## src/include/timer_pkg.sv

```systemverilog
/*
 * Constants for the dual timer/counter: register offsets, field positions,
 * reset values, mode encoding and the peripheral-cycle divide ratio.
 * Assumes a 32-bit AXI4-Lite register bus with 8-bit byte addresses.
 */
package timer_pkg;

    // Register byte offsets, one aligned word each
    localparam logic [7:0] ADDR_CONTROL = 8'h00;
    localparam logic [7:0] ADDR_MODE = 8'h04;
    localparam logic [7:0] ADDR_LOW_T0 = 8'h08;
    localparam logic [7:0] ADDR_HIGH_T0 = 8'h0C;
    localparam logic [7:0] ADDR_LOW_T1 = 8'h10;
    localparam logic [7:0] ADDR_HIGH_T1 = 8'h14;
    localparam logic [7:0] ADDR_IRQ_ENABLE = 8'h18;

    // Control register bit positions
    localparam int CTL_OVF_T1 = 7;
    localparam int CTL_RUN_T1 = 6;
    localparam int CTL_OVF_T0 = 5;
    localparam int CTL_RUN_T0 = 4;

    // Mode register bit positions
    localparam int MODE_GATE_T1 = 7;
    localparam int MODE_CSEL_T1 = 6;
    localparam int MODE_SEL_HI_T1 = 5;
    localparam int MODE_SEL_LO_T1 = 4;
    localparam int MODE_GATE_T0 = 3;
    localparam int MODE_CSEL_T0 = 2;
    localparam int MODE_SEL_HI_T0 = 1;
    localparam int MODE_SEL_LO_T0 = 0;

    // Interrupt enable register bit positions
    localparam int IEN_GLOBAL = 7;
    localparam int IEN_T1 = 3;
    localparam int IEN_T0 = 1;

    // Reset values
    localparam logic [7:0] RESET_BYTE = 8'h00;
    localparam logic [31:0] RESET_WORD = 32'h0000_0000;

    // One peripheral cycle in core clocks, and the divider's last count
    localparam int PER_CYCLE_CLKS = 6;
    localparam logic [2:0] DIV_LAST = 3'(PER_CYCLE_CLKS - 1);

    // AXI responses
    localparam logic [1:0] RESP_OKAY = 2'h0;
    localparam logic [1:0] RESP_DECERR = 2'h3;

    // Operating modes, Gray order along 0-1-3-2 is not needed; codes as documented
    typedef enum logic [1:0] {
        MODE_13BIT = 2'h0,
        MODE_16BIT = 2'h1,
        MODE_RELOAD = 2'h2,
        MODE_SPLIT = 2'h3
    } timer_mode_type;

endpackage : timer_pkg

```

## src/dual_timer.sv

```systemverilog
/*
 * Two 8051-style timer/counters behind an AXI4-Lite register slave.
 * Assumes core_clk is the peripheral clock, count and gate pins are
 * synchronous to it, and the core pulses vector_ack_* when it vectors.
 */
// The AXI4-Lite slave port and the placing of the registers are this design's own decisions.
`timescale 1ns/100ps
`default_nettype none

// Operation
// - Gate clear: run bit lets the selected input advance the low count.
// - Gate and run both set: external interrupt pin decides whether counting proceeds.
// - Gated timer counts only while its pin is high and run is set; with timer 0 in mode 3, timer 1 counts without run_t1.
// - Timer 0 uses low mode nibble, control bits 4,5; timer 1 the high mode nibble, control bits 6,7.
// - Timer operation advances once per peripheral cycle of six clocks.
// - Counter samples pin each peripheral cycle; high then low sample increments.
// - Rollover from all ones to zero sets that timer's overflow flag; with timer 0 in mode 3, timer 1 rollover sets no flag.
// - Mode 0: five-bit prescaler in low register carries into high register.
// - Mode 0: upper three low-register bits do not count.
// - Mode 1: low and high registers cascade into sixteen bits.
// - Mode 2: low overflow sets flag and reloads low from unchanged high.
// - Mode 2: high register writes accepted anytime, used at next reload.
// - Mode 3: timer 0 low is an 8-bit timer with timer 0 controls.
// - Mode 3: timer 0 high counts cycles, runs on run_t1, sets overflow_flag_t1.
// - Timer 1 in mode 3 halts and holds its count.
// - Timer 1 overflow is offered as serial baud-rate source.
// - Vectoring to a timer's interrupt clears its overflow flag.
// - Interrupt request needs timer enable and global enable both set.
// - Counter-select picks divided clock or external pin per timer.
module dual_timer (
    input wire logic core_clk,
    input wire logic rst_n,
    input wire logic [7:0] s_axi_awaddr,
    input wire logic s_axi_awvalid,
    output logic s_axi_awready,
    input wire logic [31:0] s_axi_wdata,
    input wire logic [3:0] s_axi_wstrb,
    input wire logic s_axi_wvalid,
    output logic s_axi_wready,
    output logic [1:0] s_axi_bresp,
    output logic s_axi_bvalid,
    input wire logic s_axi_bready,
    input wire logic [7:0] s_axi_araddr,
    input wire logic s_axi_arvalid,
    output logic s_axi_arready,
    output logic [31:0] s_axi_rdata,
    output logic [1:0] s_axi_rresp,
    output logic s_axi_rvalid,
    input wire logic s_axi_rready,
    input wire logic count_pin_t0,
    input wire logic count_pin_t1,
    input wire logic ext_irq_pin_0,
    input wire logic ext_irq_pin_1,
    input wire logic vector_ack_t0,
    input wire logic vector_ack_t1,
    output logic irq_t0,
    output logic irq_t1,
    output logic baud_tick_t1
);
    import timer_pkg::*;

    typedef struct packed {
        logic aw_hold;
        logic [7:0] aw_addr;
        logic w_hold;
        logic [7:0] w_data;
        logic w_strb0;
        logic awready;
        logic wready;
        logic bvalid;
        logic [1:0] bresp;
        logic arready;
        logic rvalid;
        logic [31:0] rdata;
        logic [1:0] rresp;
        logic [2:0] div;
        logic [7:0] timer_control_reg;
        logic [7:0] timer_mode_reg;
        logic [7:0] count_low_t0;
        logic [7:0] count_high_t0;
        logic [7:0] count_low_t1;
        logic [7:0] count_high_t1;
        logic [7:0] irq_enable_reg;
        logic samp_t0;
        logic samp_t1;
        logic irq_t0;
        logic irq_t1;
        logic baud_tick;
    } state_type;

    state_type s_q;
    state_type s_d;
    logic rst_meta_q;
    logic rst_sync_q;

    // Combinational helpers, also watched by the checks below
    logic tick;
    logic wr_fire;
    logic en_t0;
    logic en_t1;
    logic inc_t0;
    logic inc_t1;
    logic inc_high_t0;
    logic ovf_t0;
    logic ovf_t1;
    logic ovf_high_t0;
    logic split_t0;
    logic [16:0] step_t0;
    logic [16:0] step_t1;
    timer_mode_type mode_t0;
    timer_mode_type mode_t1;

    // One count step: returns {overflow, high, low}
    function automatic logic [16:0] count_step(input timer_mode_type m, input logic [7:0] lo,
                                              input logic [7:0] hi, input logic inc);
        logic [8:0] sum_lo;
        logic [8:0] sum_hi;
        logic [5:0] sum_pre;
        logic ovf;
        logic [7:0] nlo;
        logic [7:0] nhi;
        sum_lo = {1'b0, lo} + 9'h001;
        sum_hi = {1'b0, hi} + 9'h001;
        sum_pre = {1'b0, lo[4:0]} + 6'h01;
        ovf = 1'b0;
        nlo = lo;
        nhi = hi;
        if (inc) begin
            case (m)
                MODE_13BIT: begin
                    nlo = {lo[7:5], sum_pre[4:0]};
                    if (sum_pre[5]) begin
                        nhi = sum_hi[7:0];
                        ovf = sum_hi[8];
                    end
                end
                MODE_16BIT: begin
                    nlo = sum_lo[7:0];
                    if (sum_lo[8]) begin
                        nhi = sum_hi[7:0];
                        ovf = sum_hi[8];
                    end
                end
                MODE_RELOAD: begin
                    nlo = sum_lo[8] ? hi : sum_lo[7:0];
                    ovf = sum_lo[8];
                end
                default: begin
                    nlo = sum_lo[7:0];
                    ovf = sum_lo[8];
                end
            endcase
        end
        return {ovf, nhi, nlo};
    endfunction : count_step

    // Reset release through two flip-flops
    always_ff @(posedge core_clk or negedge rst_n) begin
        if (!rst_n) begin
            rst_meta_q <= 1'b0;
            rst_sync_q <= 1'b0;
        end else begin
            rst_meta_q <= 1'b1;
            rst_sync_q <= rst_meta_q;
        end
    end

    // Peripheral-cycle tick and per-timer count enables
    always_comb begin
        tick = (s_q.div == DIV_LAST);
        mode_t0 = timer_mode_type'({s_q.timer_mode_reg[MODE_SEL_HI_T0],
                                    s_q.timer_mode_reg[MODE_SEL_LO_T0]});
        mode_t1 = timer_mode_type'({s_q.timer_mode_reg[MODE_SEL_HI_T1],
                                    s_q.timer_mode_reg[MODE_SEL_LO_T1]});
        split_t0 = (mode_t0 == MODE_SPLIT);
        // Run bit alone when gate clear; pin high also needed when gate set
        en_t0 = s_q.timer_control_reg[CTL_RUN_T0] &
                (~s_q.timer_mode_reg[MODE_GATE_T0] | ext_irq_pin_0);
        // With timer 0 split, run_t1 belongs to the high half; mode 3 stops timer 1
        en_t1 = (split_t0 | s_q.timer_control_reg[CTL_RUN_T1]) &
                (~s_q.timer_mode_reg[MODE_GATE_T1] | ext_irq_pin_1) &
                (mode_t1 != MODE_SPLIT);
        // Timer clock or falling edge between two pin samples
        inc_t0 = en_t0 & tick & (s_q.timer_mode_reg[MODE_CSEL_T0] ?
                 (s_q.samp_t0 & ~count_pin_t0) : 1'b1);
        inc_t1 = en_t1 & tick & (s_q.timer_mode_reg[MODE_CSEL_T1] ?
                 (s_q.samp_t1 & ~count_pin_t1) : 1'b1);
        inc_high_t0 = split_t0 & tick & s_q.timer_control_reg[CTL_RUN_T1];
        step_t0 = count_step(mode_t0, s_q.count_low_t0, s_q.count_high_t0, inc_t0);
        step_t1 = count_step(mode_t1, s_q.count_low_t1, s_q.count_high_t1, inc_t1);
        ovf_t0 = step_t0[16];
        ovf_t1 = step_t1[16];
        ovf_high_t0 = inc_high_t0 & (s_q.count_high_t0 == 8'hFF);
        wr_fire = s_q.aw_hold & s_q.w_hold & ~s_q.bvalid;
    end

    // Next state: bus slave, counting, software writes, flags
    always_comb begin
        s_d = s_q;
        s_d.div = tick ? 3'h0 : s_q.div + 3'h1;
        // Pin samples taken once per peripheral cycle
        if (tick) begin
            s_d.samp_t0 = count_pin_t0;
            s_d.samp_t1 = count_pin_t1;
        end
        // Write address and data may arrive in either order
        if (s_axi_awvalid & s_q.awready) begin
            s_d.aw_hold = 1'b1;
            s_d.aw_addr = s_axi_awaddr;
        end
        if (s_axi_wvalid & s_q.wready) begin
            s_d.w_hold = 1'b1;
            s_d.w_data = s_axi_wdata[7:0];
            s_d.w_strb0 = s_axi_wstrb[0];
        end
        if (s_q.bvalid & s_axi_bready) begin
            s_d.bvalid = 1'b0;
        end
        // Counting; low of timer 0 split keeps using timer 0 controls
        s_d.count_low_t0 = step_t0[7:0];
        s_d.count_high_t0 = split_t0 ? (inc_high_t0 ? s_q.count_high_t0 + 8'h01
                            : s_q.count_high_t0) : step_t0[15:8];
        s_d.count_low_t1 = step_t1[7:0];
        s_d.count_high_t1 = step_t1[15:8];
        // Register write; software value overrides a same-cycle count
        if (wr_fire) begin
            s_d.aw_hold = 1'b0;
            s_d.w_hold = 1'b0;
            s_d.bvalid = 1'b1;
            s_d.bresp = RESP_OKAY;
            if (s_q.aw_addr == ADDR_CONTROL) begin
                if (s_q.w_strb0) begin
                    s_d.timer_control_reg = {s_q.w_data[7:4], 4'h0};
                end
            end else if (s_q.aw_addr == ADDR_MODE) begin
                if (s_q.w_strb0) begin
                    s_d.timer_mode_reg = s_q.w_data;
                end
            end else if (s_q.aw_addr == ADDR_LOW_T0) begin
                if (s_q.w_strb0) begin
                    s_d.count_low_t0 = s_q.w_data;
                end
            end else if (s_q.aw_addr == ADDR_HIGH_T0) begin
                if (s_q.w_strb0) begin
                    s_d.count_high_t0 = s_q.w_data;
                end
            end else if (s_q.aw_addr == ADDR_LOW_T1) begin
                if (s_q.w_strb0) begin
                    s_d.count_low_t1 = s_q.w_data;
                end
            end else if (s_q.aw_addr == ADDR_HIGH_T1) begin
                if (s_q.w_strb0) begin
                    s_d.count_high_t1 = s_q.w_data;
                end
            end else if (s_q.aw_addr == ADDR_IRQ_ENABLE) begin
                if (s_q.w_strb0) begin
                    s_d.irq_enable_reg = s_q.w_data;
                end
            end else begin
                s_d.bresp = RESP_DECERR;
            end
        end
        // Vectoring clears flags; a same-cycle overflow still sets them
        if (vector_ack_t0) begin
            s_d.timer_control_reg[CTL_OVF_T0] = 1'b0;
        end
        if (vector_ack_t1) begin
            s_d.timer_control_reg[CTL_OVF_T1] = 1'b0;
        end
        if (ovf_t0) begin
            s_d.timer_control_reg[CTL_OVF_T0] = 1'b1;
        end
        if (ovf_high_t0 | (ovf_t1 & ~split_t0)) begin
            s_d.timer_control_reg[CTL_OVF_T1] = 1'b1;
        end
        s_d.baud_tick = ovf_t1;
        // Read channel
        if (s_q.rvalid & s_axi_rready) begin
            s_d.rvalid = 1'b0;
        end
        if (s_axi_arvalid & s_q.arready) begin
            s_d.rvalid = 1'b1;
            s_d.rresp = RESP_OKAY;
            s_d.rdata = RESET_WORD;
            if (s_axi_araddr == ADDR_CONTROL) begin
                s_d.rdata[7:0] = s_q.timer_control_reg;
            end else if (s_axi_araddr == ADDR_MODE) begin
                s_d.rdata[7:0] = s_q.timer_mode_reg;
            end else if (s_axi_araddr == ADDR_LOW_T0) begin
                s_d.rdata[7:0] = s_q.count_low_t0;
            end else if (s_axi_araddr == ADDR_HIGH_T0) begin
                s_d.rdata[7:0] = s_q.count_high_t0;
            end else if (s_axi_araddr == ADDR_LOW_T1) begin
                s_d.rdata[7:0] = s_q.count_low_t1;
            end else if (s_axi_araddr == ADDR_HIGH_T1) begin
                s_d.rdata[7:0] = s_q.count_high_t1;
            end else if (s_axi_araddr == ADDR_IRQ_ENABLE) begin
                s_d.rdata[7:0] = s_q.irq_enable_reg;
            end else begin
                s_d.rresp = RESP_DECERR;
            end
        end
        // Ready only while the channel has room
        s_d.awready = ~s_d.aw_hold & ~s_d.bvalid;
        s_d.wready = ~s_d.w_hold & ~s_d.bvalid;
        s_d.arready = ~s_d.rvalid;
        // Requests pass only with own and global enables set
        s_d.irq_t0 = s_d.timer_control_reg[CTL_OVF_T0] & s_d.irq_enable_reg[IEN_T0] &
                     s_d.irq_enable_reg[IEN_GLOBAL];
        s_d.irq_t1 = s_d.timer_control_reg[CTL_OVF_T1] & s_d.irq_enable_reg[IEN_T1] &
                     s_d.irq_enable_reg[IEN_GLOBAL];
    end

    // State register; everything cleared at reset
    always_ff @(posedge core_clk or negedge rst_sync_q) begin
        if (!rst_sync_q) begin
            s_q <= '0;
        end else begin
            s_q <= s_d;
        end
    end

    // Outputs straight from the state register
    assign s_axi_awready = s_q.awready;
    assign s_axi_wready = s_q.wready;
    assign s_axi_bvalid = s_q.bvalid;
    assign s_axi_bresp = s_q.bresp;
    assign s_axi_arready = s_q.arready;
    assign s_axi_rvalid = s_q.rvalid;
    assign s_axi_rdata = s_q.rdata;
    assign s_axi_rresp = s_q.rresp;
    assign irq_t0 = s_q.irq_t0;
    assign irq_t1 = s_q.irq_t1;
    assign baud_tick_t1 = s_q.baud_tick;
endmodule : dual_timer

`default_nettype wire

```

## config.mk

```make
export PLATFORM = sky130hd
export DESIGN_NAME = dual_timer
export DESIGN_NICKNAME = d
export VERILOG_FILES = /design/src/include/timer_pkg.sv /design/src/dual_timer.sv
export SDC_FILE = /design/constraint.sdc
export NUM_CORES = 1
export LEC_CHECK = 0
export ABC_AREA = 1
export BUFFER_PORTS_ARGS = -buffer_cell sky130_fd_sc_hd__buf_2
export CAP_MARGIN = 20
export CELL_PAD_IN_SITES_DETAIL_PLACEMENT = 1
export CELL_PAD_IN_SITES_GLOBAL_PLACEMENT = 1
export CORE_MARGIN = 4
export CORE_UTILIZATION = 40
export DETAILED_ROUTE_END_ITERATION = 8
export PLACE_DENSITY_LB_ADDON = 0.1
export SYNTH_ARGS = -nofsm -noshare
export SYNTH_HDL_FRONTEND = slang
export SYNTH_SLANG_ARGS = --single-unit
```

## constraint.sdc

```tcl
create_clock -name core_clk -period 3.9 [get_ports core_clk]
set_input_delay 0.39 -clock core_clk [delete_from_list [all_inputs] [get_ports core_clk]]
set_output_delay 0.39 -clock core_clk [all_outputs]
set_load 0.05 [all_outputs]
```

; ---- Word-level counts from Yosys, hierarchy flattened
; Index checks and enable logic that the tools add are counted.
[classes]
n_addsub = 8
multipliers = 0
div_mod_pow = 0
magnitude_cmp = 0
n_eq_ne = 20
shift = 0
n_mux = 81
bitwise_logic = 46
reduce_logical = 7
[op_table]
columns = operator, count
row1 = $mux W8, 34
row2 = $pmux W8 S2, 4
row3 = $mux W56, 1
row4 = $eq A8 B5 Y1 const B, 6
row5 = $mux W48, 1
row6 = $mux W40, 1
row7 = $add A8 B1 Y9 const B, 4
row8 = $mux W35, 1
row9 = $eq A8 B4 Y1 const B, 4
row10 = $mux W32, 1
row11 = $mux W2, 14
row12 = $and A1 B1 Y1, 26
row13 = $mux W24, 1
row14 = $eq A8 B3 Y1 const B, 2
row15 = $logic_not A8 Y1, 2
row16 = $mux W1, 16
row17 = $mux W16, 1
row18 = $not A1 Y1, 16
row19 = $add A5 B1 Y6 const B, 2
row20 = $mux W10, 1
row21 = $mux W9, 1
row22 = $reduce_and A9 Y1, 1
row23 = $add A8 B1 Y8 const B, 1
row24 = $eq A8 B8 Y1 const B, 1
row25 = 11 further kinds, 20
[word_totals]
regBits = 98
latchBits = 0
mem_bits_rw = 0
rom_bits = 0
input_bits = 65
output_inout_bits = 44
elab_cells = 192
mem_count = 0

; ---- Longest topological paths before layout
; Gate-level depths: netlist of run 1.
[logic_depth]
word_depth = 19
ltp_mapped = 12
ltp_nobuf = 12

; ---- Least setup slack after synthesis of run 1
; OpenSTA, ideal clock, no wires.
[synth_path]
path_kind = flip-flop to flip-flop
start = reg s_q, in the netlist s_axi_bvalid
end = reg s_q[22] (netlist name)
setup_time_ps = 82
arrival_ps = 1564
required_ps = 3818
path_slack_ps = 2254
stages_incl_launch_ff = 9
period_less_slack_ps = 1646
path_cell_list = dfrtp_1 -> inv_1 -> nand3_2 -> nor2_4 -> nand4_1 -> buf_2 -> o21ai_0 -> inv_1 -> a22oi_2
[synth_lines]
columns = item, line
row1 = start: declaration, dual_timer.sv:91  ; state_type s_q;
row2 = start signal: assignment, dual_timer.sv:317  ; s_q <= '0;
row3 = start signal: assignment, dual_timer.sv:319  ; s_q <= s_d;

==> flow_metrics.env, run 1 <==
export IMPL_fin_skew_ps=7.42
export IMPL_die_y_um=134
export IMPL_grt_use_total_pct=23.0
export IMPL_synth_xor_area_share_pct=0.692
export IMPL_cts_num_sinks=96
export IMPL_drtIter0Drc=371
export IMPL_synth_top_family_by_area="simple AND/OR/NAND/NOR gates"
export IMPL_die_area_mm2=0.0179
export IMPL_syn_area_mm2=0.00633
export IMPL_crit_buf_inv=1
export IMPL_first_global_vias=6020
export IMPL_p_per_area_mw_per_mm2=666
export IMPL_clk_latency_ps=360
export IMPL_port_buffers=57
export IMPL_area_growth_pct=8.88
export IMPL_via_per_inst=5.10
export IMPL_rsz0062_at_grt="false"
export IMPL_n_antenna_cell=0
export IMPL_slowest_delay_ps=520
export IMPL_yosys_register_bits=96
export IMPL_grt_overflow_total=0
export IMPL_setup_violations=0
export IMPL_cp_arrival_ps=2660
export IMPL_dieWidth_um=134
export IMPL_critPathKind="reg -> reg"
export IMPL_synth_top_cell_area_share_pct=38.0
export IMPL_min_path_type="in -> reg"
export IMPL_p_leak_nw=3.68
export IMPL_vdd_drop_max_mv=0.358
export IMPL_cp_slowest_cell="dfrtp_1"
export IMPL_start_util_pct=41.2
export IMPL_wl_um=19900
export IMPL_grt_pass1_wl_um=32600
export IMPL_relSlewSlack_pct=33.9
export IMPL_mostFrequentLayoutCell="nand2_1"
export IMPL_synth_compound_area_share_pct=12.7
export IMPL_drv_cap=0
export IMPL_syn_area_per_cell_um2=6.76
export IMPL_dp_final_hpwl_um=15400
export IMPL_cts_made_buffers=9
export IMPL_layout_nets=1047
export IMPL_worstSetupStartpointType="flip-flop"
export IMPL_ys_seq_area_share_pct=38.0
export IMPL_ys_types=38
export IMPL_grt_max_degree=73
export IMPL_route_detailed_drc=0
export IMPL_layout_common_cells="nand2_1 (283), inv_1 (105), dfrtp_1 (95), nor2_1 (94), nand3_1 (80)"
export IMPL_drtAntennaViolNets=0
export IMPL_ys_flop_type="dfrtp_1"
export IMPL_htreeDepth=3
export IMPL_fin_tns_setup_ps=0
export IMPL_critPathRequiredTime_ps=4140
export IMPL_synth_edf_count=0
export IMPL_final_min_clock_period_ps=2420
export IMPL_io_pins=109
export IMPL_gp_congestion=0.853
export IMPL_antenna_found_initial=0
export IMPL_cts_resized=0
export IMPL_synth_fa_ha_area_share_pct=0.791
export IMPL_crit_path_cell_trace="nand2_1 > nand2_1 > nand3_1 > nor2_2 > buf_4 > o21ai_0 > a21oi_1 > a21oi_1"
export IMPL_ys_warn_count=0
export IMPL_async_reset_ff_share_pct=100
export IMPL_synthSimpleGateAreaFrac_pct=35.3
export IMPL_rows=45
export IMPL_dr_pass1_iters=5
export IMPL_timing_fmax_mhz=413
export IMPL_crit_fanout=14
export IMPL_drv_slew=0
export IMPL_worst_hold_slack_ps=231
export IMPL_synth_area_mux_share_pct=0
export IMPL_status="finished, final reports clean"
export IMPL_finalCritPeriodShare_pct=62.1
export IMPL_vias=6087
export IMPL_coreArea_mm2=0.0154
export IMPL_cts_root_buf="clkbuf_16"
export IMPL_synthTopCellsByArea="dfrtp_1 (38%), nand2_1 (17%), nand3_1 (6.3%)"
export IMPL_syn_instance_count=937
export IMPL_end_kind="flip-flop"
export IMPL_clockBufferDepth=2
export IMPL_crit_family="simple AND/OR/NAND/NOR gates"
export IMPL_path_clk_slew_ps=70
export IMPL_final_layout_size_suffix_gt1_share_pct=11.3
export IMPL_hold_viol=0
export IMPL_synth_top_area_cell="dfrtp_1"
export IMPL_wl_per_cell_um=16.7
export IMPL_worstMarginPinSlew_ps=991
export IMPL_cts_tree="yes"
-- synth_stat cells, types with 2 or more instances --
master and n:
dfrtp_1 96, o21a_1 2, nor2_2 8, buf_4 39, ha_1 4, or2_2 2, nor2_4 8, nand3_1 80
o211ai_1 2, nor2_1 94, nor3_1 5, inv_2 4, buf_6 3, o21ai_1 8, conb_1 2, xor2_1 4
nand3b_1 6, o21ai_0 75, a21oi_1 56, nand4_1 14, and2_1 2, a22oi_1 3, nand2_2 9, inv_1 105
buf_2 7, nor3_2 2, clkbuf_1 4, nand2_1 283
-- cell families after synthesis --
| kind of cell | Yosys count |
|---|---|
| fa+ha+maj | 4 |
| other cells | 2 |
| flops | 96 |
| compound gates | 152 |
| buf+inv | 163 |
| xor+xnor | 5 |
| simple gates | 515 |
-- worst min-delay path, stage by stage --
cell,delay (ps)
buf_2,80
nand2_1,40
nand2_1,50
-- per-layer routing --
layer,vias to the layer above,part of all wire (%),global-route usage (%)
met3,30,3.6,3.64
li1,3020,-,-
met5,-,0,0
met2,120,46,36.5
met4,0,2.0,6.57
met1,2917,48,32.6
-- worst paths after layout --
path | cells after the start | start | slack (ps) | endpoint
setup reg to reg | 8 | mode_t0[1]$_DFFE_PN0P_ | 1480 | s_q[23]$_DFF_PN0_
min in group asynchronous | 2 | rst_n | 340 | rst_sync_q$_DFF_PN0_
hold reg to reg | 0 | rst_meta_q$_DFF_PN0_ | 360 | rst_sync_q$_DFF_PN0_
max in group asynchronous | 1 | rst_sync_q$_DFF_PN0_ | 2500 | s_q[32]$_DFF_PN0_
setup / recovery | 8 | mode_t0[1]$_DFFE_PN0P_ | 1480 | s_q[23]$_DFF_PN0_
hold / removal | 3 | s_axi_awaddr[7] | 230 | s_q[122]$_DFFE_PN0P_
-- power by group --
group,leakage [nW],switching (mW),internal (mW)
Combinational,2.39,1.42,0.576
Clock,0.127,0.416,0.439
Sequential,1.16,0.448,1.29
Total,3.68,2.28,2.31
-- state kept, by name, summed over array words and instances, names as in the netlist, 2 cells and up --
register and count:
s_q 72, s_axi_rdata 8, mode_t0 2, mode_t1 2
-- metrics by stage --
stage | power, mW | std cells | utilization (%) | setup WS, ps | cell area, µm²
after floorplan | 3.16 | 960 | - | 1030 | 6420
final | 4.59 | 1194 | 44.8 | 1480 | 6890
after global placement | 3.69 | 1177 | 43.0 | 1520 | 6610
after global routing | 4.97 | 1194 | 44.8 | 1260 | 6890
after detailed placement | 3.73 | 1177 | 43.0 | 1490 | 6610
after CTS | 4.61 | 1194 | 44.8 | 1450 | 6890
-- layout make-up --
cell class / count / area [µm²]
clock inverters: 5 / 41.3
clock buffers: 11 / 233
inverters: 110 / 413
flip-flops and latches: 96 / 2410
fillers: 2071 / 8480
repair buffers: 60 / 310
multi-input cells: 701 / 3220
well taps: 211 / 264
-- what timing repair did --
action / CTS / global route
setup buffers: 0 / 0
hold buffers: 1 / 0
endpoints found under the hold margin: 2 / 0
(Power assumes the default switching activity.)
==> inputs of run 2 (changes only) <==
--- a/config.mk
+++ b/config.mk
@@ -11,7 +11,7 @@
 export CELL_PAD_IN_SITES_DETAIL_PLACEMENT = 1
 export CELL_PAD_IN_SITES_GLOBAL_PLACEMENT = 1
 export CORE_MARGIN = 4
-export CORE_UTILIZATION = 40
+export CORE_UTILIZATION = 36
 export DETAILED_ROUTE_END_ITERATION = 8
 export PLACE_DENSITY_LB_ADDON = 0.1
 export SYNTH_ARGS = -nofsm -noshare
==> constraint.sdc (replaced) <==
create_clock -name core_clk -period 2.1 [get_ports core_clk]
set_input_delay 0.21 -clock core_clk [delete_from_list [all_inputs] [get_ports core_clk]]
set_output_delay 0.21 -clock core_clk [all_outputs]
set_load 0.05 [all_outputs]
==> run 2 against run 1 <==
  * Clock power rose by 110%
  * Combinational power rose by 98%
  * Sequential power rose by 79%
  * First-iteration DRC count rose by 11%
  * Die area rose by 10%
  * Final cell count rose by 3.1%
  * Routed wire length rose by 4.6%
  * Critical path depth fell by 1
  * Register-to-register slack got worse by 1200 ps
  * Clock skew rose by 1.8 ps
  * Flip-flop and latch count did not move
==> flow_metrics.env, run 2 (same netlist as run 1, synthesis figures left out) <==
export IMPL_setup_violations=0
export IMPL_cpMostUsedCell="nand2_1"
export IMPL_drtAntennaViolNets=0
export IMPL_drv_cap=0
export IMPL_crit_fanout=7
export IMPL_crit_family="simple AND/OR/NAND/NOR gates"
export IMPL_worstSetupStartpointType="flip-flop"
export IMPL_clockBufferDepth=2
export IMPL_grt_overflow_total=0
export IMPL_cp_slowest_cell="nor3_2"
export IMPL_cts_tree="yes"
export IMPL_fin_skew_ps=9.24
export IMPL_ff2ff_setup_slack_ps=290
export IMPL_drtIter0Drc=410
export IMPL_r2r_end="s_q[5]$_DFFE_PN0P_"
export IMPL_crit_buf_inv=2
export IMPL_worstMarginPinSlew_ps=546
export IMPL_cts_root_buf="clkbuf_16"
export IMPL_end_kind="flip-flop"
export IMPL_n_antenna_cell=0
export IMPL_coreArea_mm2=0.0172
export IMPL_mostFrequentLayoutCell="nand2_1"
export IMPL_finalCritPeriodShare_pct=86.1
export IMPL_die_area_mm2=0.0198
export IMPL_gp_congestion=0.829
export IMPL_worstSetupStartpoint="s_axi_bvalid$_DFF_PN0_"
export IMPL_clk_latency_ps=360
export IMPL_grt_max_degree=34
export IMPL_hold_viol=0
export IMPL_drv_slew=0
export IMPL_critPathKind="reg -> reg"
export IMPL_fin_tns_setup_ps=0
export IMPL_vias=6184
export IMPL_crit_path_end="s_q[5]$_DFFE_PN0P_"
export IMPL_grt_use_total_pct=21.5
export IMPL_final_layout_size_suffix_gt1_share_pct=13.4
export IMPL_dr_pass1_iters=5
export IMPL_p_per_area_mw_per_mm2=1240
export IMPL_first_global_vias=6199
export IMPL_wl_per_cell_um=16.9
export IMPL_largest_reg_flops=72
export IMPL_io_pins=109
export IMPL_num_fill_cells=2289
export IMPL_htreeDepth=3
export IMPL_final_util_pct=41.4
export IMPL_wl_um=20800
export IMPL_worstSetupPathDepth=7
export IMPL_crit_path_cell_trace="inv_1 > nand3_2 > buf_4 > nor3_2 > nand2_1 > nand2_1 > nand2_1"
export IMPL_die_y_um=141
export IMPL_slowest_delay_ps=450
export IMPL_vdd_drop_max_mv=0.599
export IMPL_p_leak_nw=3.82
export IMPL_timing_fmax_mhz=553
export IMPL_grt_pass1_wl_um=33500
export IMPL_cp_arrival_ps=2060
export IMPL_layout_common_cells="nand2_1 (283), inv_1 (105), dfrtp_1 (95), nor2_1 (94), nand3_1 (80)"
export IMPL_min_path_type="in -> reg"
export IMPL_worstReg2RegStart="s_axi_bvalid$_DFF_PN0_"
export IMPL_layout_nets=1070
export IMPL_via_per_inst=5.02
export IMPL_final_min_clock_period_ps=1810
export IMPL_route_detailed_drc=0
export IMPL_status="finished, final reports clean"
export IMPL_start_util_pct=36.7
export IMPL_worst_r2r_cell_count=7
export IMPL_cts_resized=0
export IMPL_antenna_found_initial=0
export IMPL_largest_register="s_q"
export IMPL_area_growth_pct=12.8
export IMPL_path_clk_slew_ps=70
export IMPL_cts_num_sinks=96
export IMPL_relSlewSlack_pct=63.6
export IMPL_port_buffers=57
export IMPL_cts_made_buffers=9
export IMPL_rows=48
export IMPL_dieWidth_um=141
export IMPL_dp_final_hpwl_um=16400
export IMPL_rsz0062_at_grt="false"
export IMPL_critPathRequiredTime_ps=2360
-- run 2: worst min-delay path by stage --
stage                                from                    to  slack, ps  cells past startpoint
final                     s_axi_awaddr[6]  s_q[121]$_DFFE_PN0P_         40                      3
after global routing      s_axi_awaddr[7]  s_q[122]$_DFFE_PN0P_         50                      3
after CTS                 s_axi_awaddr[4]  s_q[119]$_DFFE_PN0P_         30                      3
after detailed placement            rst_n  rst_meta_q$_DFF_PN0_         -2                      1
after global placement              rst_n  rst_meta_q$_DFF_PN0_         -3                      1
after floorplan                     rst_n  rst_meta_q$_DFF_PN0_        -90                      0
-- run 2: power breakdown --
group	internal, mW	switching (mW)
registers	2.40	0.714
logic	1.17	2.79
clock network	0.969	0.803
-- run 2: repair_timing --
| action | CTS | global route |
|---|---|---|
| hold buffers | 1 | 0 |
| hold endpoints to repair | 2 | 0 |
| buffers inserted | 0 | 0 |
-- run 2: tightest hold or removal path, cell delays in order --
cell	delay, ps
buf_2	70
nand2_1	40
nand2_1	50
-- run 2: stage by stage --
stage	std cells	hold slack [ps]	area, µm²	worst slack, ps	power, mW
detailed placement	1214	-2.22	6820	312	7.11
global placement	1214	-3.27	6820	326	7.04
global route	1231	50.3	7140	99.6	9.60
CTS	1231	29.1	7140	296	8.92
finish	1231	38.5	7140	293	8.84
floorplan	960	-85.6	6420	454	5.86
-- run 2: final cells by class --
cell class	count	area (µm²)	area share, %
clock inverter	5	63.8	0.894
multi-input combinational	701	3220	45.2
clock buffer	11	243	3.40
inverter	110	413	5.78
tap	225	282	3.94
timing repair buffer	83	508	7.12
sequential	96	2410	33.7
-- run 2: layer usage --
layer | GRT usage, % | up-vias | share of wire, %
li1 | - | 3071 | -
met1 | 29.8 | 3001 | 47
met2 | 35.8 | 94 | 48
met3 | 3.09 | 18 | 3.0
met4 | 5.10 | 0 | 1.3
met5 | 0 | - | 0
==> inputs of run 3 (changes only) <==
--- a/config.mk
+++ b/config.mk
@@ -5,13 +5,13 @@
 export SDC_FILE = /design/constraint.sdc
 export NUM_CORES = 1
 export LEC_CHECK = 0
-export ABC_AREA = 1
+export ABC_AREA = 0
 export BUFFER_PORTS_ARGS = -buffer_cell sky130_fd_sc_hd__buf_2
 export CAP_MARGIN = 20
 export CELL_PAD_IN_SITES_DETAIL_PLACEMENT = 1
 export CELL_PAD_IN_SITES_GLOBAL_PLACEMENT = 1
 export CORE_MARGIN = 4
-export CORE_UTILIZATION = 36
+export CORE_UTILIZATION = 39
 export DETAILED_ROUTE_END_ITERATION = 8
 export PLACE_DENSITY_LB_ADDON = 0.1
 export SYNTH_ARGS = -nofsm -noshare
==> run 3 against run 2 <==
  * Global-route usage increased by 0.60 points
  * Highest routed layer unchanged
  * Register-to-register slack lost 160 ps
  * Maximum frequency is 8.0% lower
  * Synthesized cell count shrank 33%
  * Non-clock buffer count rose by 31
  * Die area is 13% lower
  * Power shrank 21%
  * First-iteration DRC count fell by 16%
  * Largest power group is now sequential cells
  * Final cell count fell by 28%
  * Cell area down 4.2%
  * Setup slack worse by 160 ps
  * Critical endpoint is now s_q[15]$_DFF_PN0_
  * Largest cell class unchanged
==> flow_metrics.env, run 3 <==
export IMPL_post_layout_nonfiller_instances=890
export IMPL_crit_path_cell_trace="and2_4 > o221ai_4 > or4_4 > mux2_4 > nand2_2"
export IMPL_fin_tns_setup_ps=0
export IMPL_grt_use_total_pct=22.1
export IMPL_rows=44
export IMPL_die_y_um=131
export IMPL_mostFrequentLayoutCell="dfrtp_1"
export IMPL_p_per_area_mw_per_mm2=1020
export IMPL_gp_congestion=0.891
export IMPL_drtAntennaViolNets=0
export IMPL_synth_edf_count=0
export IMPL_dpl_worst_slack_ps=120
export IMPL_grt_overflow_total=0
export IMPL_critPathKind="reg -> reg"
export IMPL_htreeDepth=3
export IMPL_slowest_delay_ps=620
export IMPL_status="finished, final reports clean"
export IMPL_largest_reg_flops=72
export IMPL_met1_usage_pct=30.8
export IMPL_grt_pass1_wl_um=28900
export IMPL_ys_types=73
export IMPL_synth_most_common_cell="dfrtp_1"
export IMPL_port_buffers=57
export IMPL_io_pins=109
export IMPL_synth_top_cell_area_share_pct=40.8
export IMPL_dp_final_hpwl_um=13600
export IMPL_crit_fanout=7
export IMPL_setup_violations=0
export IMPL_coreArea_mm2=0.0146
export IMPL_layout_nets=770
export IMPL_cts_tree="yes"
export IMPL_antenna_found_initial=0
export IMPL_n_antenna_cell=0
export IMPL_layout_setup_ws_ps=135
export IMPL_hold_viol=0
export IMPL_via_per_inst=5.71
export IMPL_relSlewSlack_pct=60.5
export IMPL_cts_num_sinks=96
export IMPL_dpl_cell_count=873
export IMPL_wl_per_cell_um=20.5
export IMPL_yosys_register_bits=96
export IMPL_final_min_clock_period_ps=1960
export IMPL_drtIter0Drc=343
export IMPL_clockBufferDepth=2
export IMPL_ys_top_cells_by_count="dfrtp_1 (96), nand2_1 (74), nor2_1 (41)"
export IMPL_vias=5080
export IMPL_layout_common_cells="dfrtp_1 (95), nand2_1 (74), buf_2 (57), buf_4 (52), nor2_1 (41)"
export IMPL_cp_arrival_ps=2260
export IMPL_ys_warn_count=0
export IMPL_start_util_pct=40.2
export IMPL_synthTopCellsByArea="dfrtp_1 (41%), mux2_2 (7.5%), nand2_1 (4.7%)"
export IMPL_grtUsageMet3_pct=2.89
export IMPL_area_growth_pct=16.3
export IMPL_worstMarginPinSlew_ps=587
export IMPL_ys_flop_type="dfrtp_1"
export IMPL_async_reset_ff_share_pct=100
export IMPL_worst_hold_slack_ps=78.9
export IMPL_synth_top_area_cell="dfrtp_1"
export IMPL_final_layout_size_suffix_gt1_share_pct=26.8
export IMPL_timing_fmax_mhz=509
export IMPL_first_global_vias=5210
export IMPL_path_clk_slew_ps=70
export IMPL_ff2ff_setup_slack_ps=140
export IMPL_syn_instance_count=627
export IMPL_post_cts_buffers=0
export IMPL_largest_register="s_q"
export IMPL_die_area_mm2=0.0171
export IMPL_critPathRequiredTime_ps=2400
export IMPL_num_fill_cells=1722
export IMPL_route_detailed_drc=0
export IMPL_cp_slowest_cell="or4_4"
export IMPL_drv_cap=0
export IMPL_grt_max_degree=95
export IMPL_finalCritPeriodShare_pct=93.6
export IMPL_worstSetupStartpointType="flip-flop"
export IMPL_ys_seq_area_share_pct=40.8
export IMPL_min_path_type="in -> reg"
export IMPL_fin_skew_ps=10.1
export IMPL_dieWidth_um=131
export IMPL_end_kind="flip-flop"
export IMPL_use_met2_pct=36.1
export IMPL_rsz0062_at_grt="false"
export IMPL_drv_slew=0
export IMPL_wl_um=18300
export IMPL_dr_pass1_iters=4
export IMPL_syn_area_mm2=0.00588
export IMPL_syn_area_per_cell_um2=9.38
export IMPL_cts_made_buffers=9
export IMPL_cts_root_buf="clkbuf_16"
export IMPL_p_leak_nw=3.03
export IMPL_clk_latency_ps=360
export IMPL_top_usage_layer="met2"
export IMPL_vdd_drop_max_mv=0.703
-- run 3: changes by cell type after synthesis, moves of 19 or more --
cell | before | now
mux2i_1 | 0 | 19
o21ai_0 | 75 | 30
nor2_1 | 94 | 41
mux2_2 | 0 | 39
clkbuf_1 | 4 | 23
a21oi_1 | 56 | 17
nand3_1 | 80 | 21
nand2_1 | 283 | 74
inv_1 | 105 | 16
-- run 3: worst paths after layout --
| path | from | end | cells past startpoint |
|---|---|---|---|
| max | mode_t0[0]$_DFFE_PN0P_ | s_q[15]$_DFF_PN0_ | 5 |
| min reg2reg | rst_sync_q$_DFF_PN0_ | s_q[29]$_DFF_PN0_ | 1 |
| max reg2reg | mode_t0[0]$_DFFE_PN0P_ | s_q[15]$_DFF_PN0_ | 5 |
| min in group asynchronous | rst_n | rst_sync_q$_DFF_PN0_ | 2 |
| max in group asynchronous | rst_sync_q$_DFF_PN0_ | s_q[42]$_DFF_PN0_ | 1 |
| min | s_axi_awaddr[5] | s_q[120]$_DFFE_PN0P_ | 2 |
-- run 3: final cells by class --
class | count | area [µm²] | share of cell area (%)
clock buffer | 10 | 229 | 3.35
clock inverter | 6 | 50.0 | 0.732
inverter | 16 | 60.1 | 0.878
multi-input combinational | 464 | 3100 | 45.3
sequential | 96 | 2410 | 35.2
tap | 184 | 230 | 3.37
timing repair buffer | 114 | 766 | 11.2
-- run 3: repair_timing --
action,CTS,global route
setup endpoints to repair,0,12
resized for setup,0,6
hold endpoints to repair,2,0
hold buffers,1,0
-- run 3: power by group --
part           internal [mW]  switching [mW]
Clock                  0.822           0.783
Combinational          0.996            1.40
Sequential              2.28           0.671
Total                   4.10            2.85
-- run 3: kinds of logic after synthesis --
group	after synthesis	share of synthesized area (%)
and+or+nand+nor	231	20.3
AOI/OAI and AO/OA	131	15.8
DFF	96	40.8
buffers and inverters	90	8.59
muxes	61	11.7
xor gates and xnor gates	12	1.79
adders and majority gates	4	0.851
other	2	0.128
-- run 3: worst max-delay path: cells and delay by family (launching register included) --
kind	cells	cell delay, ps
compound gates	1	180
flops	1	470
mux	1	330
simple gates	3	930
-- run 3: stage by stage --
stage | power, mW | utilization (%) | area [µm²]
2_1_floorplan | 4.41 | - | 5970
3_3_place_gp | 5.27 | 44.5 | 6510
3_5_place_dp | 5.37 | 44.5 | 6510
4_1_cts | 6.99 | 46.4 | 6800
5_1_grt | 7.36 | 46.7 | 6840
6_report | 6.95 | 46.7 | 6840
-- run 3: routing by layer --
| metal | vias to the layer above | share of wire, % |
|---|---|---|
| li1 | 2372 | - |
| met1 | 2543 | 45 |
| met2 | 143 | 47 |
| met3 | 22 | 5.2 |
| met4 | 0 | 2.0 |
| met5 | - | 0 |
